--- src/design/mcsr_defs.vh ---
// Purpose: Constants for the memory controller PHY status and configuration registers
// Assumes: 32-bit AXI4-Lite register access, byte addresses
// Notes: Register indices are kept; byte address is four times the index
`ifndef MCSR_DEFS_VH
`define MCSR_DEFS_VH

// ==========================================================
// Register indices and byte addresses
`define MCSR_IDX_PHY 12'h100
`define MCSR_IDX_CFG 12'h110
`define MCSR_IDX_IRQ_STAT 12'h140
`define MCSR_IDX_IRQ_MASK 12'h141
`define MCSR_ADDR_W 14
`define MCSR_ADDR_PHY 14'h0400
`define MCSR_ADDR_CFG 14'h0440
`define MCSR_ADDR_IRQ_STAT 14'h0500
`define MCSR_ADDR_IRQ_MASK 14'h0504

// ==========================================================
// Physical-layer register fields
`define MCSR_PHY_CAL_OK_BIT 0
`define MCSR_PHY_CAL_FAIL_BIT 1
`define MCSR_PHY_CAL_REQ_BIT 2
`define MCSR_PHY_CLK_OFF_LSB 8
`define MCSR_PHY_CLK_OFF_W 6

// ==========================================================
// Controller configuration register fields
`define MCSR_CFG_PD_CNT_LSB 0
`define MCSR_CFG_PD_CNT_W 16
`define MCSR_CFG_PD_ACT_BIT 16
`define MCSR_CFG_SR_REQ_BIT 17
`define MCSR_CFG_SR_ACT_BIT 18
`define MCSR_CFG_ADDR_ORD_LSB 20
`define MCSR_CFG_REG_MOD_BIT 22
`define MCSR_CFG_RATE_LSB 23

// ==========================================================
// Field codes and reset values
`define MCSR_ORD_CRBC 2'h0
`define MCSR_ORD_CBRC 2'h1
`define MCSR_RATE_FULL 2'h0
`define MCSR_RATE_HALF 2'h1
`define MCSR_PD_CNT_RST 16'h0000

// ==========================================================
// Interrupt status bits
`define MCSR_IRQ_W 4
`define MCSR_IRQ_CAL_OK 0
`define MCSR_IRQ_CAL_FAIL 1
`define MCSR_IRQ_PD_ENTER 2
`define MCSR_IRQ_SR_ENTER 3

// ==========================================================
// AXI responses
`define MCSR_RESP_OKAY 2'h0
`define MCSR_RESP_SLVERR 2'h2

`endif

--- src/design/mcsr_top.v ---
// Purpose: PHY calibration/clock control and controller configuration registers
// Assumes: AXI4-Lite master, one write and one read at a time; single clock
// Notes: Registers at index 0x100, 0x110, 0x140 and 0x141, byte address four times index
//
// The AXI4-Lite register port is this design's own decision.
`timescale 1ns/1ns
`include "mcsr_defs.vh"
module mcsr_top #(
    parameter [15:0] PD_CNT_RST = `MCSR_PD_CNT_RST, // Idle count reset value
    parameter [1:0] RATE_CODE = `MCSR_RATE_HALF     // Controller data rate
) (
    input wire clk,                     // 100 MHz clock
    input wire rst_n,                   // Synchronous reset, active low
    input wire [13:0] s_axi_awaddr,     // Write address
    input wire s_axi_awvalid,           // Write address valid
    output reg s_axi_awready,           // Write address ready
    input wire [31:0] s_axi_wdata,      // Write data
    input wire [3:0] s_axi_wstrb,       // Write byte strobes
    input wire s_axi_wvalid,            // Write data valid
    output reg s_axi_wready,            // Write data ready
    output reg [1:0] s_axi_bresp,       // Write response
    output reg s_axi_bvalid,            // Write response valid
    input wire s_axi_bready,            // Write response ready
    input wire [13:0] s_axi_araddr,     // Read address
    input wire s_axi_arvalid,           // Read address valid
    output reg s_axi_arready,           // Read address ready
    output reg [31:0] s_axi_rdata,      // Read data
    output reg [1:0] s_axi_rresp,       // Read response
    output reg s_axi_rvalid,            // Read data valid
    input wire s_axi_rready,            // Read data ready
    input wire phy_cal_success,         // PHY calibration success level
    input wire phy_cal_fail,            // PHY calibration failure level
    output reg phy_cal_req,             // Calibration request to PHY
    output reg [5:0] mem_clk_disable,   // Per-clock disable to PHY
    input wire ctl_queue_empty,         // Controller command queue empty
    input wire local_self_rfsh_req,     // Local self-refresh request
    input wire mem_in_powerdown,        // Memory is in power-down
    input wire mem_in_self_refresh,     // Memory is in self-refresh
    output reg powerdown_req,           // Power-down entry request
    output reg self_refresh_req,        // Self-refresh entry request
    output reg [1:0] addr_order,        // Local address split order
    output reg registered_module_enable, // Registered module support
    output reg irq                      // Level interrupt
);
    // ==========================================================
    // Decoding shared by read and write paths
    function [2:0] reg_sel;
        input [13:0] a;
        begin
            case (a)
                `MCSR_ADDR_PHY: reg_sel = 3'h1;
                `MCSR_ADDR_CFG: reg_sel = 3'h2;
                `MCSR_ADDR_IRQ_STAT: reg_sel = 3'h3;
                `MCSR_ADDR_IRQ_MASK: reg_sel = 3'h4;
                default: reg_sel = 3'h0;
            endcase
        end
    endfunction

    // ==========================================================
    // Status inputs from outside the clock domain
    wire [3:0] sync_q;
    wire cal_ok_s;
    wire cal_fail_s;
    wire pd_s;
    wire sr_s;

    mcsr_sync #(
        .W(4)
    ) u_sync (
        .clk(clk),
        .rst_n(rst_n),
        .d({mem_in_self_refresh, mem_in_powerdown, phy_cal_fail, phy_cal_success}),
        .q(sync_q)
    );
    assign cal_ok_s = sync_q[0];
    assign cal_fail_s = sync_q[1];
    assign pd_s = sync_q[2];
    assign sr_s = sync_q[3];

    // Self-refresh request input also comes from another clock's logic
    reg sr_in_meta_r;
    reg sr_in_r;

    always @(posedge clk) begin
        if (!rst_n) begin
            sr_in_meta_r <= 1'b0;
            sr_in_r <= 1'b0;
        end else begin
            sr_in_meta_r <= local_self_rfsh_req;
            sr_in_r <= sr_in_meta_r;
        end
    end

    // ==========================================================
    // Software registers
    reg [15:0] idle_powerdown_count_r;
    reg sr_bit_r;
    reg [`MCSR_IRQ_W-1:0] irq_stat_r;
    reg [`MCSR_IRQ_W-1:0] irq_mask_r;
    reg [3:0] prev_r;
    wire pd_req_w;

    mcsr_pd_timer #(
        .W(16)
    ) u_pd_timer (
        .clk(clk),
        .rst_n(rst_n),
        .idle(ctl_queue_empty),
        .limit(idle_powerdown_count_r),
        .pd_req(pd_req_w)
    );

    // ==========================================================
    // Write channel: address and data taken in either order
    reg [13:0] waddr_r;
    reg aw_held_r;
    reg [31:0] wdata_r;
    reg [3:0] wstrb_r;
    reg w_held_r;
    wire do_write;
    wire [31:0] mask32;
    wire [31:0] wd;
    wire [2:0] wsel;

    assign do_write = aw_held_r && w_held_r && !s_axi_bvalid;
    assign mask32 = {{8{wstrb_r[3]}}, {8{wstrb_r[2]}}, {8{wstrb_r[1]}}, {8{wstrb_r[0]}}};
    assign wd = wdata_r & mask32;
    assign wsel = reg_sel(waddr_r);

    // Events seen this cycle; rising edges of synchronised status
    wire [`MCSR_IRQ_W-1:0] ev;
    assign ev = {sr_s & ~prev_r[3], pd_s & ~prev_r[2], cal_fail_s & ~prev_r[1],
                 cal_ok_s & ~prev_r[0]};

    always @(posedge clk) begin
        if (!rst_n) begin
            s_axi_awready <= 1'b0;
            s_axi_wready <= 1'b0;
            s_axi_bvalid <= 1'b0;
            s_axi_bresp <= `MCSR_RESP_OKAY;
            aw_held_r <= 1'b0;
            w_held_r <= 1'b0;
            waddr_r <= 14'h0000;
            wdata_r <= 32'h00000000;
            wstrb_r <= 4'h0;
            phy_cal_req <= 1'b0;
            mem_clk_disable <= 6'h00;
            idle_powerdown_count_r <= PD_CNT_RST;
            sr_bit_r <= 1'b0;
            addr_order <= `MCSR_ORD_CRBC;
            registered_module_enable <= 1'b0;
            irq_stat_r <= {`MCSR_IRQ_W{1'b0}};
            irq_mask_r <= {`MCSR_IRQ_W{1'b0}};
            prev_r <= 4'h0;
        end else begin
            prev_r <= {sr_s, pd_s, cal_fail_s, cal_ok_s};
            // Ready pulses one cycle when a beat is offered and the slot is free
            s_axi_awready <= s_axi_awvalid && !aw_held_r && !s_axi_awready;
            s_axi_wready <= s_axi_wvalid && !w_held_r && !s_axi_wready;
            if (s_axi_awvalid && s_axi_awready) begin
                aw_held_r <= 1'b1;
                waddr_r <= s_axi_awaddr;
            end
            if (s_axi_wvalid && s_axi_wready) begin
                w_held_r <= 1'b1;
                wdata_r <= s_axi_wdata;
                wstrb_r <= s_axi_wstrb;
            end
            if (s_axi_bvalid && s_axi_bready) begin
                s_axi_bvalid <= 1'b0;
            end
            irq_stat_r <= irq_stat_r | ev;
            if (do_write) begin
                aw_held_r <= 1'b0;
                w_held_r <= 1'b0;
                s_axi_bvalid <= 1'b1;
                s_axi_bresp <= (wsel == 3'h0) ? `MCSR_RESP_SLVERR : `MCSR_RESP_OKAY;
                case (wsel)
                    3'h1: begin
                        // Bits 0, 1 and reserved bits ignore writes
                        if (wstrb_r[0]) begin
                            phy_cal_req <= wd[`MCSR_PHY_CAL_REQ_BIT];
                        end
                        if (wstrb_r[1]) begin
                            mem_clk_disable <= wd[13:8];
                        end
                    end
                    3'h2: begin
                        if (wstrb_r[0]) begin
                            idle_powerdown_count_r[7:0] <= wd[7:0];
                        end
                        if (wstrb_r[1]) begin
                            idle_powerdown_count_r[15:8] <= wd[15:8];
                        end
                        if (wstrb_r[2]) begin
                            sr_bit_r <= wd[`MCSR_CFG_SR_REQ_BIT];
                            addr_order <= wd[21:20];
                            registered_module_enable <= wd[`MCSR_CFG_REG_MOD_BIT];
                        end
                    end
                    3'h3: begin
                        // Write one to clear; a new event in the same cycle wins
                        if (wstrb_r[0]) begin
                            irq_stat_r <= (irq_stat_r & ~wd[`MCSR_IRQ_W-1:0]) | ev;
                        end
                    end
                    3'h4: begin
                        if (wstrb_r[0]) begin
                            irq_mask_r <= wd[`MCSR_IRQ_W-1:0];
                        end
                    end
                    default: begin
                    end
                endcase
            end
        end
    end

    // ==========================================================
    // Read channel
    reg [31:0] rd_val;

    always @* begin
        rd_val = 32'h00000000; // Reserved bits stay zero
        case (reg_sel(s_axi_araddr))
            3'h1: begin
                rd_val[`MCSR_PHY_CAL_OK_BIT] = cal_ok_s;
                rd_val[`MCSR_PHY_CAL_FAIL_BIT] = cal_fail_s;
                rd_val[`MCSR_PHY_CAL_REQ_BIT] = phy_cal_req;
                rd_val[13:8] = mem_clk_disable;
            end
            3'h2: begin
                rd_val[15:0] = idle_powerdown_count_r;
                rd_val[`MCSR_CFG_PD_ACT_BIT] = pd_s;
                rd_val[`MCSR_CFG_SR_REQ_BIT] = sr_bit_r;
                rd_val[`MCSR_CFG_SR_ACT_BIT] = sr_s;
                rd_val[21:20] = addr_order;
                rd_val[`MCSR_CFG_REG_MOD_BIT] = registered_module_enable;
                rd_val[24:23] = RATE_CODE;
            end
            3'h3: begin
                rd_val[`MCSR_IRQ_W-1:0] = irq_stat_r;
            end
            3'h4: begin
                rd_val[`MCSR_IRQ_W-1:0] = irq_mask_r;
            end
            default: begin
                rd_val = 32'h00000000;
            end
        endcase
    end

    always @(posedge clk) begin
        if (!rst_n) begin
            s_axi_arready <= 1'b0;
            s_axi_rvalid <= 1'b0;
            s_axi_rdata <= 32'h00000000;
            s_axi_rresp <= `MCSR_RESP_OKAY;
        end else begin
            s_axi_arready <= s_axi_arvalid && !s_axi_arready && !s_axi_rvalid;
            if (s_axi_arvalid && s_axi_arready) begin
                s_axi_rvalid <= 1'b1;
                s_axi_rdata <= rd_val;
                s_axi_rresp <= (reg_sel(s_axi_araddr) == 3'h0) ?
                    `MCSR_RESP_SLVERR : `MCSR_RESP_OKAY;
            end else if (s_axi_rvalid && s_axi_rready) begin
                s_axi_rvalid <= 1'b0;
            end
        end
    end

    // ==========================================================
    // Outputs to the controller core and interrupt
    always @(posedge clk) begin
        if (!rst_n) begin
            powerdown_req <= 1'b0;
            self_refresh_req <= 1'b0;
            irq <= 1'b0;
        end else begin
            powerdown_req <= pd_req_w;
            self_refresh_req <= sr_bit_r | sr_in_r;
            irq <= |(irq_stat_r & irq_mask_r);
        end
    end
endmodule

--- src/design/mcsr_sync.v ---
// Purpose: Two flip-flop synchroniser for a bus of levels
// Assumes: Inputs are quasi-static levels from another domain
// Notes: First stage is read only by the second stage
`timescale 1ns/1ns
module mcsr_sync #(
    parameter W = 2
) (
    input wire clk,            // Clock
    input wire rst_n,          // Synchronous reset, active low
    input wire [W-1:0] d,      // Asynchronous levels
    output reg [W-1:0] q       // Synchronised levels
);
    reg [W-1:0] meta_r;

    always @(posedge clk) begin
        if (!rst_n) begin
            meta_r <= {W{1'b0}};
            q <= {W{1'b0}};
        end else begin
            meta_r <= d;
            q <= meta_r;
        end
    end
endmodule

--- src/design/mcsr_pd_timer.v ---
// Purpose: Idle counter that requests memory power-down
// Assumes: Idle level is on the controller clock
// Notes: A count of zero keeps the request low
`timescale 1ns/1ns
module mcsr_pd_timer #(
    parameter W = 16
) (
    input wire clk,            // Clock
    input wire rst_n,          // Synchronous reset, active low
    input wire idle,           // Command queue empty
    input wire [W-1:0] limit,  // Idle cycles before power-down
    output reg pd_req          // Power-down request level
);
    reg [W-1:0] cnt_r;

    always @(posedge clk) begin
        if (!rst_n) begin
            cnt_r <= {W{1'b0}};
            pd_req <= 1'b0;
        end else if (!idle || limit == {W{1'b0}}) begin
            // Zero limit disables power-down entry
            cnt_r <= {W{1'b0}};
            pd_req <= 1'b0;
        end else if (cnt_r >= limit) begin
            pd_req <= 1'b1;
        end else begin
            cnt_r <= cnt_r + {{(W-1){1'b0}}, 1'b1};
        end
    end
endmodule

--- config.mk ---
export PLATFORM = sky130hd
export DESIGN_NAME = mcsr_top
export DESIGN_NICKNAME = d
export VERILOG_FILES = /design/src/design/mcsr_top.v /design/src/design/mcsr_sync.v /design/src/design/mcsr_pd_timer.v
export VERILOG_INCLUDE_DIRS = /design/src /design/src/design
export SDC_FILE = /design/constraint.sdc
export NUM_CORES = 1
export LEC_CHECK = 0
export BUFFER_PORTS_ARGS = -buffer_cell sky130_fd_sc_hd__buf_2
export CAP_MARGIN = 30
export CELL_PAD_IN_SITES_DETAIL_PLACEMENT = 1
export CELL_PAD_IN_SITES_GLOBAL_PLACEMENT = 1
export CORE_UTILIZATION = 44
export CTS_CLUSTER_DIAMETER = 50
export DETAILED_ROUTE_END_ITERATION = 7
export PLACE_DENSITY_LB_ADDON = 0.08
export SLEW_MARGIN = 20
export SYNTH_ARGS = -nofsm -noshare
export SYNTH_HDL_FRONTEND = slang
export SYNTH_SLANG_ARGS = --single-unit
--- constraint.sdc ---
create_clock -name clk -period 4.2 [get_ports clk]
set_input_delay 0.21 -clock clk [delete_from_list [all_inputs] [get_ports clk]]
set_output_delay 0.21 -clock clk [all_outputs]
set_load 0.01 [all_outputs]
==> metrics.md, run 1 <==
| Metric | Value |
|---|---|
| Outcome | `complete, no violations` |
| Uppermost routed layer | `met5` |
| WL per Instance | `16.9 microns` |
| Cell taking the most area after synthesis | `dfxtp_1` |
| Commonest cells after routing, fill and taps aside | `138 x dfxtp_1, 107 x buf_2, 100 x nand2_1` |
| Initial antenna violation count | `1` |
| Highest cell delay on the worst timing path | `730 ps` |
| Pint | `0.00222 W` |
| Final #Nets | `850` |
| Metal3 WL | `554 microns` |
| Met2 WL | `8060 microns` |
| I/O Pins | `131` |
| Routed WL | `15900 microns` |
| Tot Pwr | `0.00287 W` |
| Worst Hold Class | `in -> reg` |
| Max-cap viol count | `0` |
| Synthesized flop and latch total | `138` |
| Number of global-route vias before repair | `5319` |
| CTS Buf Count | `17` |
| WP buf/inv | `1` |
| Net Switching | `0.000646 W` |
| Worst path required time | `4490 ps` |
| RSZ-0062 raised after global routing | `no` |
| Ys async rst share | `0%` |
| Yosys warnings | `0` |
| Fmax achieved | `355 MHz` |
| Hold Worst Slack | `14.6 ps` |
| Reg clk slew, reported paths | `60 ps` |
| Syn_area_per_cell | `8.99 sq um` |
| Worst-margin pin slew | `900 ps` |
| Post-CTS sizing | `0` |
| Total GRT Usage | `23.9%` |
| Row Count | `42` |
| Final WS setup | `1380 ps` |
| Share of cells above drive strength 1 | `20.8%` |
| Crit. End Element | `flip-flop` |
| Pwr dens | `403 nW/um^2` |
| Synth Flop Type | `dfxtp_1` |
| DRT iter0 DRCs | `325` |
| Largest net degree at the start of global routing | `56` |
| Peak supply drop | `284 uV` |
| Commonest non-fill, non-tap cell in the layout | `dfxtp_1` |
| DIE HEIGHT | `118 microns` |
| Total Neg Setup Slack | `0 ps` |
| GP Congestion | `0.772` |
| Worst-skew pair later-pin latency | `420 ps` |
| Final Skew | `6.53 ps` |
| Drt drc | `0` |
| Final count of pins violating max slew | `0` |
| Core Util, Final | `53.9%` |
| DP Worst Slack | `1380 ps` |
| Post-synth EDFFs | `0` |
| Area contributors post-synth | `dfxtp_1 47%, nand2_1 6.3%, mux2i_1 6.1%, a21oi_1 6.0%, ha_1 3.6%` |
| CORE AREA | `13200 sq um` |
| H-tree depth | `4` |
| Max-slew headroom | `39.5%` |
| Clk root buf | `clkbuf_16` |
| Crit-path cells | `inv_1 > ha_1 > nand4_1 > or4_4 > o32ai_4 > nor3_1 > mux2i_1` |
| Post-CTS setup buffer count | `0` |
| CP startpoint kind | `flip-flop` |
| Diode count | `0` |
| Clock tree buffer depth | `2` |
| P_leak | `2.72 nW` |
| Final setup violation count | `0` |
| TritonCTS clock tree | `done` |
| PortBufs | `106` |
| Top cell family by delay on the critical path | `simple AND/OR/NAND/NOR gates` |
| Minimum clock period | `2820 ps` |
| Post-Syn Area | `5920 sq um` |
| Synth unique cells | `54` |
| Die Area | `13900 sq um` |
| Initial core utilization | `44.9%` |
| Via-to-Cell Ratio | `5.33` |
| First-pass GRT wire length | `26400 microns` |
| Register area share after synthesis | `46.7%` |
| Sw Share | `22.5%` |
| DP HPWL | `11200 microns` |
| Clock Sink Count | `138` |
| Critical path class | `reg -> reg` |
| Fin crit share | `67.0%` |
| Pre-antenna DRT Iters | `4` |
| Syn-to-layout area delta | `20.2%` |
| Hold violation count in the final report | `0` |
| CP Max Fanout | `25` |
| Post-DRT Antenna Nets | `0` |
| Mapped Cells | `658` |
| DRT met1 WL | `7060 microns` |
| Crit path arrival time | `3110 ps` |
| Comb pwr share | `4.2%` |
| Total number of vias | `5031` |
| Die extent in x | `118 microns` |
| Crit-path slowest cell | `o32ai_4` |
| Clock Power Share | `48.7%` |
| Sequential power share | `47.1%` |
| Synth top area share | `46.7%` |
| Remaining Overflow, GRT | `0` |
## cell type report
cell class,count,area [sq um]
Clock inverter,11,98.8
Inverter,21,78.8
Tap cell,176,220
Fill cell,1585,6080
Clock buffer,20,457
Timing Repair Buffer,114,617
Multi-Input combinational cell,464,2880
Sequential cell,138,2760
## metrics by stage
| step | cells | instance area, sq um |
|---|---|---|
| after floorplan | 668 | 5960 |
| after global placement | 907 | 6480 |
| after detailed placement | 907 | 6480 |
| after CTS | 940 | 7060 |
| after global routing | 944 | 7110 |
| final | 944 | 7110 |
## final timing paths
check	cells after the start	slack, ps	start	to
setup / recovery	7	1380	idle_powerdown_count_r[15]	u_pd_timer.cnt_r[9]
hold / removal	2	10	phy_cal_success	u_sync.meta_r[0]
hold reg to reg	1	430	u_sync.meta_r[0]	u_sync.q[0]
setup reg to reg	7	1380	idle_powerdown_count_r[15]	u_pd_timer.cnt_r[9]
## what timing repair did
action | 4_1_cts | 5_1_grt
hold buffers | 2 | 0
hold endpoints to repair | 2 | 0
setup endpoints to repair | 0 | 0
## state kept, by name, summed over array words and instances, names as in the netlist, 2 cells and up
| name | cells |
|---|---|
| addr_order | 2 |
| idle_powerdown_count_r | 16 |
| irq_mask_r | 4 |
| irq_stat_r | 4 |
| mem_clk_disable | 6 |
| prev_r | 4 |
| s_axi_rdata | 23 |
| u_pd_timer.cnt_r | 16 |
| u_sync.meta_r | 4 |
| u_sync.q | 4 |
| waddr_r | 14 |
| wdata_r | 20 |
| wstrb_r | 3 |
## kinds of logic after synthesis
logic type	share of synthesized area, %
other cells	0.0634
simple gates	24.3
mux	6.28
buf+inv	5.33
fa+ha+maj	3.59
compound gates	13.8
flops	46.7
## metal layers
metal | up-vias | global-route usage [%]
li1 | 2468 | -
met1 | 2453 | 28.4
met2 | 84 | 41.2
met3 | 24 | 6.06
met4 | 2 | 9.46
met5 | - | 0
## power by group through the flow
stage / sequential [W] / clock (W) / combinational, W
6_report: 0.00135 / 0.00140 / 0.000120
5_1_grt: 0.00135 / 0.00148 / 0.000134
3_3_place_gp: 0.00138 / 0 / 0.000111
3_5_place_dp: 0.00138 / 0 / 0.000115
4_1_cts: 0.00135 / 0.00142 / 0.000118
2_1_floorplan: 0.00137 / 0 / 0.0000723
## cells in the mapped netlist (10+ instances only)
master / count
mux2i_1: 36
a21oi_1: 71
buf_4: 11
a22oi_1: 21
nand3_1: 21
nor2_1: 53
and2_1: 20
ha_1: 17
clkbuf_1: 28
dfxtp_1: 138
nor2b_1: 10
inv_1: 20
nand2_1: 100
No activity file was read; power rests on OpenSTA's default activity.
==> run 2, diff against run 1 <==
--- a/config.mk
+++ b/config.mk
@@ -6,11 +6,12 @@
 export SDC_FILE = /design/constraint.sdc
 export NUM_CORES = 1
 export LEC_CHECK = 0
+export ABC_AREA = 1
 export BUFFER_PORTS_ARGS = -buffer_cell sky130_fd_sc_hd__buf_2
 export CAP_MARGIN = 30
 export CELL_PAD_IN_SITES_DETAIL_PLACEMENT = 1
 export CELL_PAD_IN_SITES_GLOBAL_PLACEMENT = 1
-export CORE_UTILIZATION = 44
+export CORE_UTILIZATION = 35
 export CTS_CLUSTER_DIAMETER = 50
 export DETAILED_ROUTE_END_ITERATION = 7
 export PLACE_DENSITY_LB_ADDON = 0.08
==> constraint.sdc (replaced) <==
create_clock -name clk -period 2.4 [get_ports clk]
set_input_delay 0.12 -clock clk [delete_from_list [all_inputs] [get_ports clk]]
set_output_delay 0.12 -clock clk [all_outputs]
set_load 0.01 [all_outputs]
==> run 2 against run 1 <==
Compared with the run above:
- global-route usage down 3.3 points
- synthesized cell count up 27%
- sequential cell count is the same
- clock-buffer cell count is the same
- die area rose by 31%
- clock power up 96%
- worst hold slack got worse by 1.9 ps
- total power grew 89%
- combinational power increased to 2.6 times the previous value
- wire length is 14% higher
- sequential power up 76%
==> metrics.md, run 2 <==
| Metric | Value |
|---|---|
| Peak supply drop | `449 uV (+58%)` |
| Initial antenna violation count | `0 (-1)` |
| DP HPWL | `13300 microns (+19%)` |
| Clock tree buffer depth | `2 (unchanged)` |
| Top cell family by delay on the critical path | `compound AO/OA/AOI/OAI gates` |
| Largest net degree at the start of global routing | `69 (+23%)` |
| Total Neg Setup Slack | `0 ps (unchanged)` |
| Crit-path cells | `inv_1 > ha_1 > a21oi_1 > o21ai_0 > a21oi_4 > buf_4 > nand3_1 > a21oi_2` |
| Most common cell in the netlist | `nand2_1` |
| CP startpoint kind | `flip-flop` |
| CORE AREA | `17300 sq um (+31%)` |
| Syn_area_per_cell | `7.42 sq um (-18%)` |
| Synth Area in Simple Gates | `29.3% (+5.1 points)` |
| Final setup violation count | `0 (unchanged)` |
| I/O Pins | `131 (unchanged)` |
| Cell taking the most area after synthesis | `dfxtp_1` |
| Synthesized flop and latch total | `138 (unchanged)` |
| DP Area | `6900 sq um (+6.4%)` |
| Max-cap viol count | `0 (unchanged)` |
| Routed WL | `18200 microns (+14%)` |
| Fmax achieved | `501 MHz (+41%)` |
| Mux share of post-synthesis cell area | `0% (-6.3 points)` |
| Max reg flops | `23 (unchanged)` |
| Hold-fix buffers at CTS | `39 (+37)` |
| Worst-skew pair later-pin latency | `430 ps (about the same)` |
| Synth unique cells | `37 (-31%)` |
| First-pass GRT wire length | `29200 microns (+11%)` |
| Diode count | `0 (unchanged)` |
| DIE HEIGHT | `135 microns (+15%)` |
| Post-Synth XOR/XNOR Area | `1.55% (+1.6 points)` |
| Highest cell delay on the worst timing path | `370 ps (-360 ps)` |
| Crit-path slowest cell | `dfxtp_1` |
| Number of global-route vias before repair | `5946 (+12%)` |
| Mapped Cells | `837 (+27%)` |
| Via-to-Cell Ratio | `4.88 (-8.4%)` |
| TritonCTS clock tree | `done` |
| Remaining Overflow, GRT | `0 (unchanged)` |
| Commonest non-fill, non-tap cell in the layout | `nand2_1` |
| Total number of vias | `5939 (+18%)` |
| Final Cell Area | `7900 sq um (+11%)` |
| Ys async rst share | `0% (unchanged)` |
| Post-synth EDFFs | `0 (unchanged)` |
| DRT iter0 DRCs | `218 (-33%)` |
| Max-slew headroom | `53.6% (+14 points)` |
| Post-synthesis compound-gate area fraction | `12.7% (-1.1 points)` |
| Final count of pins violating max slew | `0 (unchanged)` |
| Crit path arrival time | `2340 ps (-770 ps)` |
| Yosys warnings | `0 (unchanged)` |
| Post-CTS sizing | `0 (unchanged)` |
| Syn-to-layout area delta | `27.2%` |
| Worst path required time | `2740 ps (-1750 ps)` |
| Register area share after synthesis | `44.5% (-2.2 points)` |
| Reg clk slew, reported paths | `60 ps (about the same)` |
| Crit. End Element | `flip-flop` |
| Top post-synthesis cells by count | `177 x nand2_1, 138 x dfxtp_1, 98 x nor2_1, 79 x a21oi_1, 79 x nand3_1` |
| Worst Hold Class | `in -> reg` |
| Post-CTS setup buffer count | `0 (unchanged)` |
| Commonest cells after routing, fill and taps aside | `177 x nand2_1, 138 x dfxtp_1, 106 x buf_2` |
| Clock Sink Count | `138 (unchanged)` |
| Pre-antenna DRT Iters | `4 (unchanged)` |
| Critical path class | `reg -> reg` |
| Area contributors post-synth | `dfxtp_1 44%, nand2_1 11%, a21oi_1 6.4%, nand3_1 6.4%, nor2_1 5.9%` |
| WP buf/inv | `2 (+1)` |
| Die Area | `18300 sq um (+31%)` |
| H-tree depth | `4 (unchanged)` |
| Outcome | `complete, no violations` |
| Drt drc | `0 (unchanged)` |
| Share of cells above drive strength 1 | `19.2% (-1.7 points)` |
| FF-to-FF setup slack | `400 ps (-980 ps)` |
| Final #Nets | `1072 (+26%)` |
| Synth top area share | `44.5% (-2.2 points)` |
| Fin crit share | `83.2% (+16 points)` |
| Post-DRT Antenna Nets | `0 (unchanged)` |
| Largest regs | `s_axi_rdata: 23 flops, wdata_r: 20 flops` |
| Minimum clock period | `2000 ps (-819 ps)` |
| Die extent in x | `135 microns (+15%)` |
| P_leak | `3.40 nW (+25%)` |
| Worst-margin pin slew | `694 ps (-206 ps)` |
| Synth Flop Type | `dfxtp_1` |
| GP Congestion | `0.798 (+3.4%)` |
| Hold violation count in the final report | `0 (unchanged)` |
| Largest family of logic cells by synthesized area | `simple AND/OR/NAND/NOR gates` |
| Synth Area in Adders | `3.43% (-0.17 points)` |
| CTS Buf Count | `17 (unchanged)` |
| Total GRT Usage | `20.7% (-3.3 points)` |
| Pwr dens | `687 nW/um^2 (+71%)` |
| PortBufs | `106 (unchanged)` |
| Clk root buf | `clkbuf_16` |
| Final Skew | `14.6 ps (+8.07 ps)` |
| CP Max Fanout | `10 (-60%)` |
| Reg with most FFs | `s_axi_rdata` |
| Row Count | `48 (+14%)` |
| RSZ-0062 raised after global routing | `no` |
| Core Util, Final | `45.7% (-8.3 points)` |
| Post-Syn Area | `6210 sq um (+4.9%)` |
| Initial core utilization | `35.9% (-9.0 points)` |
| WL per Instance | `14.9 microns (-11%)` |
-- run 2: logic make-up after synthesis --
group	count (synthesis)
adders and majority gates	17
DFF	138
buffers and inverters	120
xor gates and xnor gates	11
and+or+nand+nor	402
AOI/OAI and AO/OA	148
other	1
-- run 2: path summary, 6_finish.rpt --
kind | start | cells after the start | endpoint
min | s_axi_wstrb[0] | 3 | wstrb_r[0]
max reg2reg | idle_powerdown_count_r[11] | 8 | u_pd_timer.cnt_r[8]
min reg2reg | u_sync.meta_r[3] | 2 | u_sync.q[3]
max | idle_powerdown_count_r[11] | 8 | u_pd_timer.cnt_r[8]
-- run 2: layout make-up --
class                      count  area, sq um
fill                        2183         9400
multi-input combinational    589         2960
sequential                   138         2760
timing repair buffer         155          996
clock buffer                  20          447
inverter                      77          289
tap                          225          282
clock inverter                12          163
-- run 2: where the power goes --
part / leakage, nW / internal (W) / total [W] / switching (W)
sequential: 1.12 / 0.00234 / 0.00238 / 0.0000396
clock: 0.292 / 0.00168 / 0.00274 / 0.00106
combinational: 1.99 / 0.000136 / 0.000306 / 0.000171
-- run 2: metal layers --
metal / global-route usage [%] / wire (microns) / up-vias / part of all wire [%]
met5: 0 / 0 / - / 0
met3: 4.19 / 549 / 13 / 3.0
met2: 36.3 / 8910 / 102 / 49
li1: - / - / 2990 / -
met4: 6.18 / 216 / 0 / 1.2
met1: 25.3 / 8500 / 2834 / 47
-- run 2: stage by stage --
| stage | total power [W] | hold slack, ps | setup WS, ps | cells |
|---|---|---|---|---|
| after CTS | 0.00548 | 4.69 | 375 | 1216 |
| after global routing | 0.00562 | 36.2 | 233 | 1216 |
| final | 0.00543 | 12.7 | 404 | 1216 |
| after global placement | 0.00268 | 301 | 502 | 1145 |
| after detailed placement | 0.00269 | 308 | 393 | 1145 |
| after floorplan | 0.00260 | 218 | 746 | 847 |
-- run 2: worst reg2reg max path: stages, from the launching register on --
cell and delay [ps]:
dfxtp_1 370, inv_1 80, ha_1 320, a21oi_1 120
o21ai_0 150, a21oi_4 360, buf_4 240, nand3_1 120
a21oi_2 160
==> run 3, diff against run 2 <==
==> constraint.sdc (replaced) <==
create_clock -name clk -period 1.71 [get_ports clk]
set_input_delay 0.0855 -clock clk [delete_from_list [all_inputs] [get_ports clk]]
set_output_delay 0.0855 -clock clk [all_outputs]
set_load 0.01 [all_outputs]
==> run 3 against run 2 <==
Compared with the run above:
- the flow now finishes with violations (setup timing)
- critical path depth rose by 1
- largest power group unchanged
- clock skew fell by 4.5 ps
- largest cell class unchanged
- final area rose by 13%
- first-iteration DRC count rose by 33%
- critical endpoint is now u_pd_timer.cnt_r[15]
- critical path type unchanged
==> metrics.md, run 3 (same netlist as run 2, synthesis figures left out) <==
| Metric | Value |
|---|---|
| WL per Instance | `16.3 microns (+9.2%)` |
| Initial antenna violation count | `0 (unchanged)` |
| DRT iter0 DRCs | `289 (+33%)` |
| Initial core utilization | `35.9% (unchanged)` |
| Number of global-route vias before repair | `6445 (+8.4%)` |
| Largest net degree at the start of global routing | `43 (-38%)` |
| Drt drc | `0 (unchanged)` |
| GP Congestion | `0.828 (+3.7%)` |
| FF-to-FF setup slack | `-100 ps (-500 ps)` |
| Remaining Overflow, GRT | `0 (unchanged)` |
| Share of cells above drive strength 1 | `32.1% (+13 points)` |
| Sw Share | `23.3% (-0.14 points)` |
| Reg clk slew, reported paths | `60 ps (about the same)` |
| Critical path class | `reg -> reg` |
| DIE HEIGHT | `135 microns (unchanged)` |
| Commonest cells after routing, fill and taps aside | `164 x nand2_1, 116 x dfxtp_1, 106 x buf_2` |
| Total number of vias | `6247 (+5.2%)` |
| P_leak | `3.76 nW (+11%)` |
| Net Switching | `0.00175 W (+38%)` |
| RSZ-0062 raised after global routing | `yes` |
| Worst Hold Endpoint | `wdata_r[21]` |
| FF-to-FF Start | `u_pd_timer.cnt_r[7]` |
| H-tree depth | `4 (unchanged)` |
| Clock Sink Count | `138 (unchanged)` |
| Outcome | `finished, violations left` |
| Pint | `0.00577 W (+39%)` |
| Final Cell Area | `8910 sq um (+13%)` |
| Die extent in x | `135 microns (unchanged)` |
| Crit. End Element | `flip-flop` |
| Syn-to-layout area delta | `43.5%` |
| TritonCTS clock tree | `done` |
| Comb pwr share | `6.4% (+0.8 points)` |
| Worst path required time | `2040 ps (-700 ps)` |
| Routed WL | `20800 microns (+14%)` |
| Reg with most FFs | `s_axi_rdata` |
| Final setup violation count | `16 (+16)` |
| Commonest non-fill, non-tap cell in the layout | `nand2_1` |
| Worst R2R End | `u_pd_timer.cnt_r[15]` |
| PortBufs | `106 (unchanged)` |
| Final Skew | `10.1 ps (-4.50 ps)` |
| Die Area | `18300 sq um (unchanged)` |
| Max reg flops | `23 (unchanged)` |
| Pre-antenna DRT Iters | `4 (unchanged)` |
| Post-DRT Antenna Nets | `0 (unchanged)` |
| CP startpoint kind | `flip-flop` |
| Worst Hold Class | `in -> reg` |
| Row Count | `48 (unchanged)` |
| CORE AREA | `17300 sq um (unchanged)` |
| Peak supply drop | `700 uV (+56%)` |
| Cells on worst reg2reg path | `9 (+1)` |
| Clock Power Share | `49.2% (-1.2 points)` |
| Clk root buf | `clkbuf_16` |
| CTS Buf Count | `17 (unchanged)` |
| Failing checks | `setup timing` |
| DP Area | `7200 sq um (+4.4%)` |
| Fin crit share | `106% (+22 points)` |
| HP Start | `rst_n` |
| Core Util, Final | `51.5% (+5.8 points)` |
| DP HPWL | `14300 microns (+7.1%)` |
| Hold Crit Depth | `3 (unchanged)` |
| Total GRT Usage | `22.8% (+2.1 points)` |
| Max-cap viol count | `0 (unchanged)` |
| Sequential power share | `44.4% (+0.5 points)` |
| Max-slew headroom | `55.5% (+1.9 points)` |
| Pwr dens | `844 nW/um^2 (+23%)` |
| Worst-skew pair later-pin latency | `420 ps (about the same)` |
| Largest regs | `s_axi_rdata: 23 flops, wdata_r: 20 flops` |
| Diode count | `0 (unchanged)` |
| Worst-margin pin slew | `666 ps (-27.7 ps)` |
| Minimum clock period | `1810 ps (-190 ps)` |
| Hold violation count in the final report | `0 (unchanged)` |
| Via-to-Cell Ratio | `4.91 (+0.56%)` |
| Fmax achieved | `554 MHz (+11%)` |
| CP Max Fanout | `6 (-4)` |
| Final #Nets | `1128 (+5.2%)` |
| First-pass GRT wire length | `32300 microns (+11%)` |
| Final count of pins violating max slew | `0 (unchanged)` |
| I/O Pins | `131 (unchanged)` |
| Clock tree buffer depth | `2 (unchanged)` |
| Crit path arrival time | `2140 ps (-200 ps)` |
| Final WS setup | `-95.5 ps (-500 ps)` |
[run 3: stage by stage]
stage	hold slack [ps]	power (W)	TNS [ps]	instances	worst slack [ps]
final	73.7	0.00752	-865	1272	-95.5
after global routing	86.7	0.00779	-2530	1272	-187
after CTS	63.1	0.00756	-28.8	1265	-10.0
after detailed placement	276	0.00379	-696	1182	-76.2
after global placement	265	0.00377	0	1182	43.3
after floorplan	183	0.00364	0	847	56.1
[run 3: final cells by class]
type / count / area (sq um)
repair buffers: 209 / 1490
flip-flops and latches: 138 / 2790
clock inverters: 10 / 116
fillers: 2135 / 8390
well taps: 225 / 282
multi-input cells: 591 / 3460
clock buffers: 22 / 474
inverters: 77 / 289
[run 3: worst max-delay path by stage]
stage / slack (ps) / to / startpoint
5_1_grt: -190 / u_pd_timer.cnt_r[15] / idle_powerdown_count_r[7]
3_5_place_dp: -80 / u_pd_timer.cnt_r[15] / idle_powerdown_count_r[7]
2_1_floorplan: 60 / u_pd_timer.pd_req / idle_powerdown_count_r[15]
6_report: -100 / u_pd_timer.cnt_r[15] / u_pd_timer.cnt_r[7]
3_3_place_gp: 40 / u_pd_timer.cnt_r[7] / idle_powerdown_count_r[11]
4_1_cts: -10 / u_pd_timer.cnt_r[4] / idle_powerdown_count_r[13]
[run 3: power groups by stage]
| stage | clock, W | combinational [W] | sequential (W) |
|---|---|---|---|
| after floorplan | 0 | 0.000246 | 0.00340 |
| after global placement | 0 | 0.000367 | 0.00341 |
| after detailed placement | 0 | 0.000383 | 0.00341 |
| after CTS | 0.00375 | 0.000466 | 0.00334 |
| after global routing | 0.00390 | 0.000540 | 0.00335 |
| final | 0.00370 | 0.000484 | 0.00334 |
[run 3: routing by layer]
metal / vias up / part of all wire (%) / GRT usage (%)
met5: - / 0 / 0
met4: 0 / 1.6 / 6.24
met3: 21 / 3.2 / 4.34
met2: 139 / 49 / 39.6
met1: 2991 / 46 / 28.6
li1: 3096 / - / -
[run 3: critical path, stage by stage, from the launching register on]
cell	delay (ps)
dfxtp_1	390
ha_4	230
a21oi_1	200
nand2_1	90
nor2_1	110
nand2_1	90
nand2_4	210
buf_6	180
nand3_4	80
a21oi_4	140
[run 3: timing repair]
action                                  in CTS  in global routing
gates cloned                                 3                  1
gates resized for setup                     30                 98
endpoints found under the setup margin      17                 21
hold endpoints to repair                    47                  0
setup buffers                                1                  6
pin swaps                                   12                 40
hold buffers                                47                  0
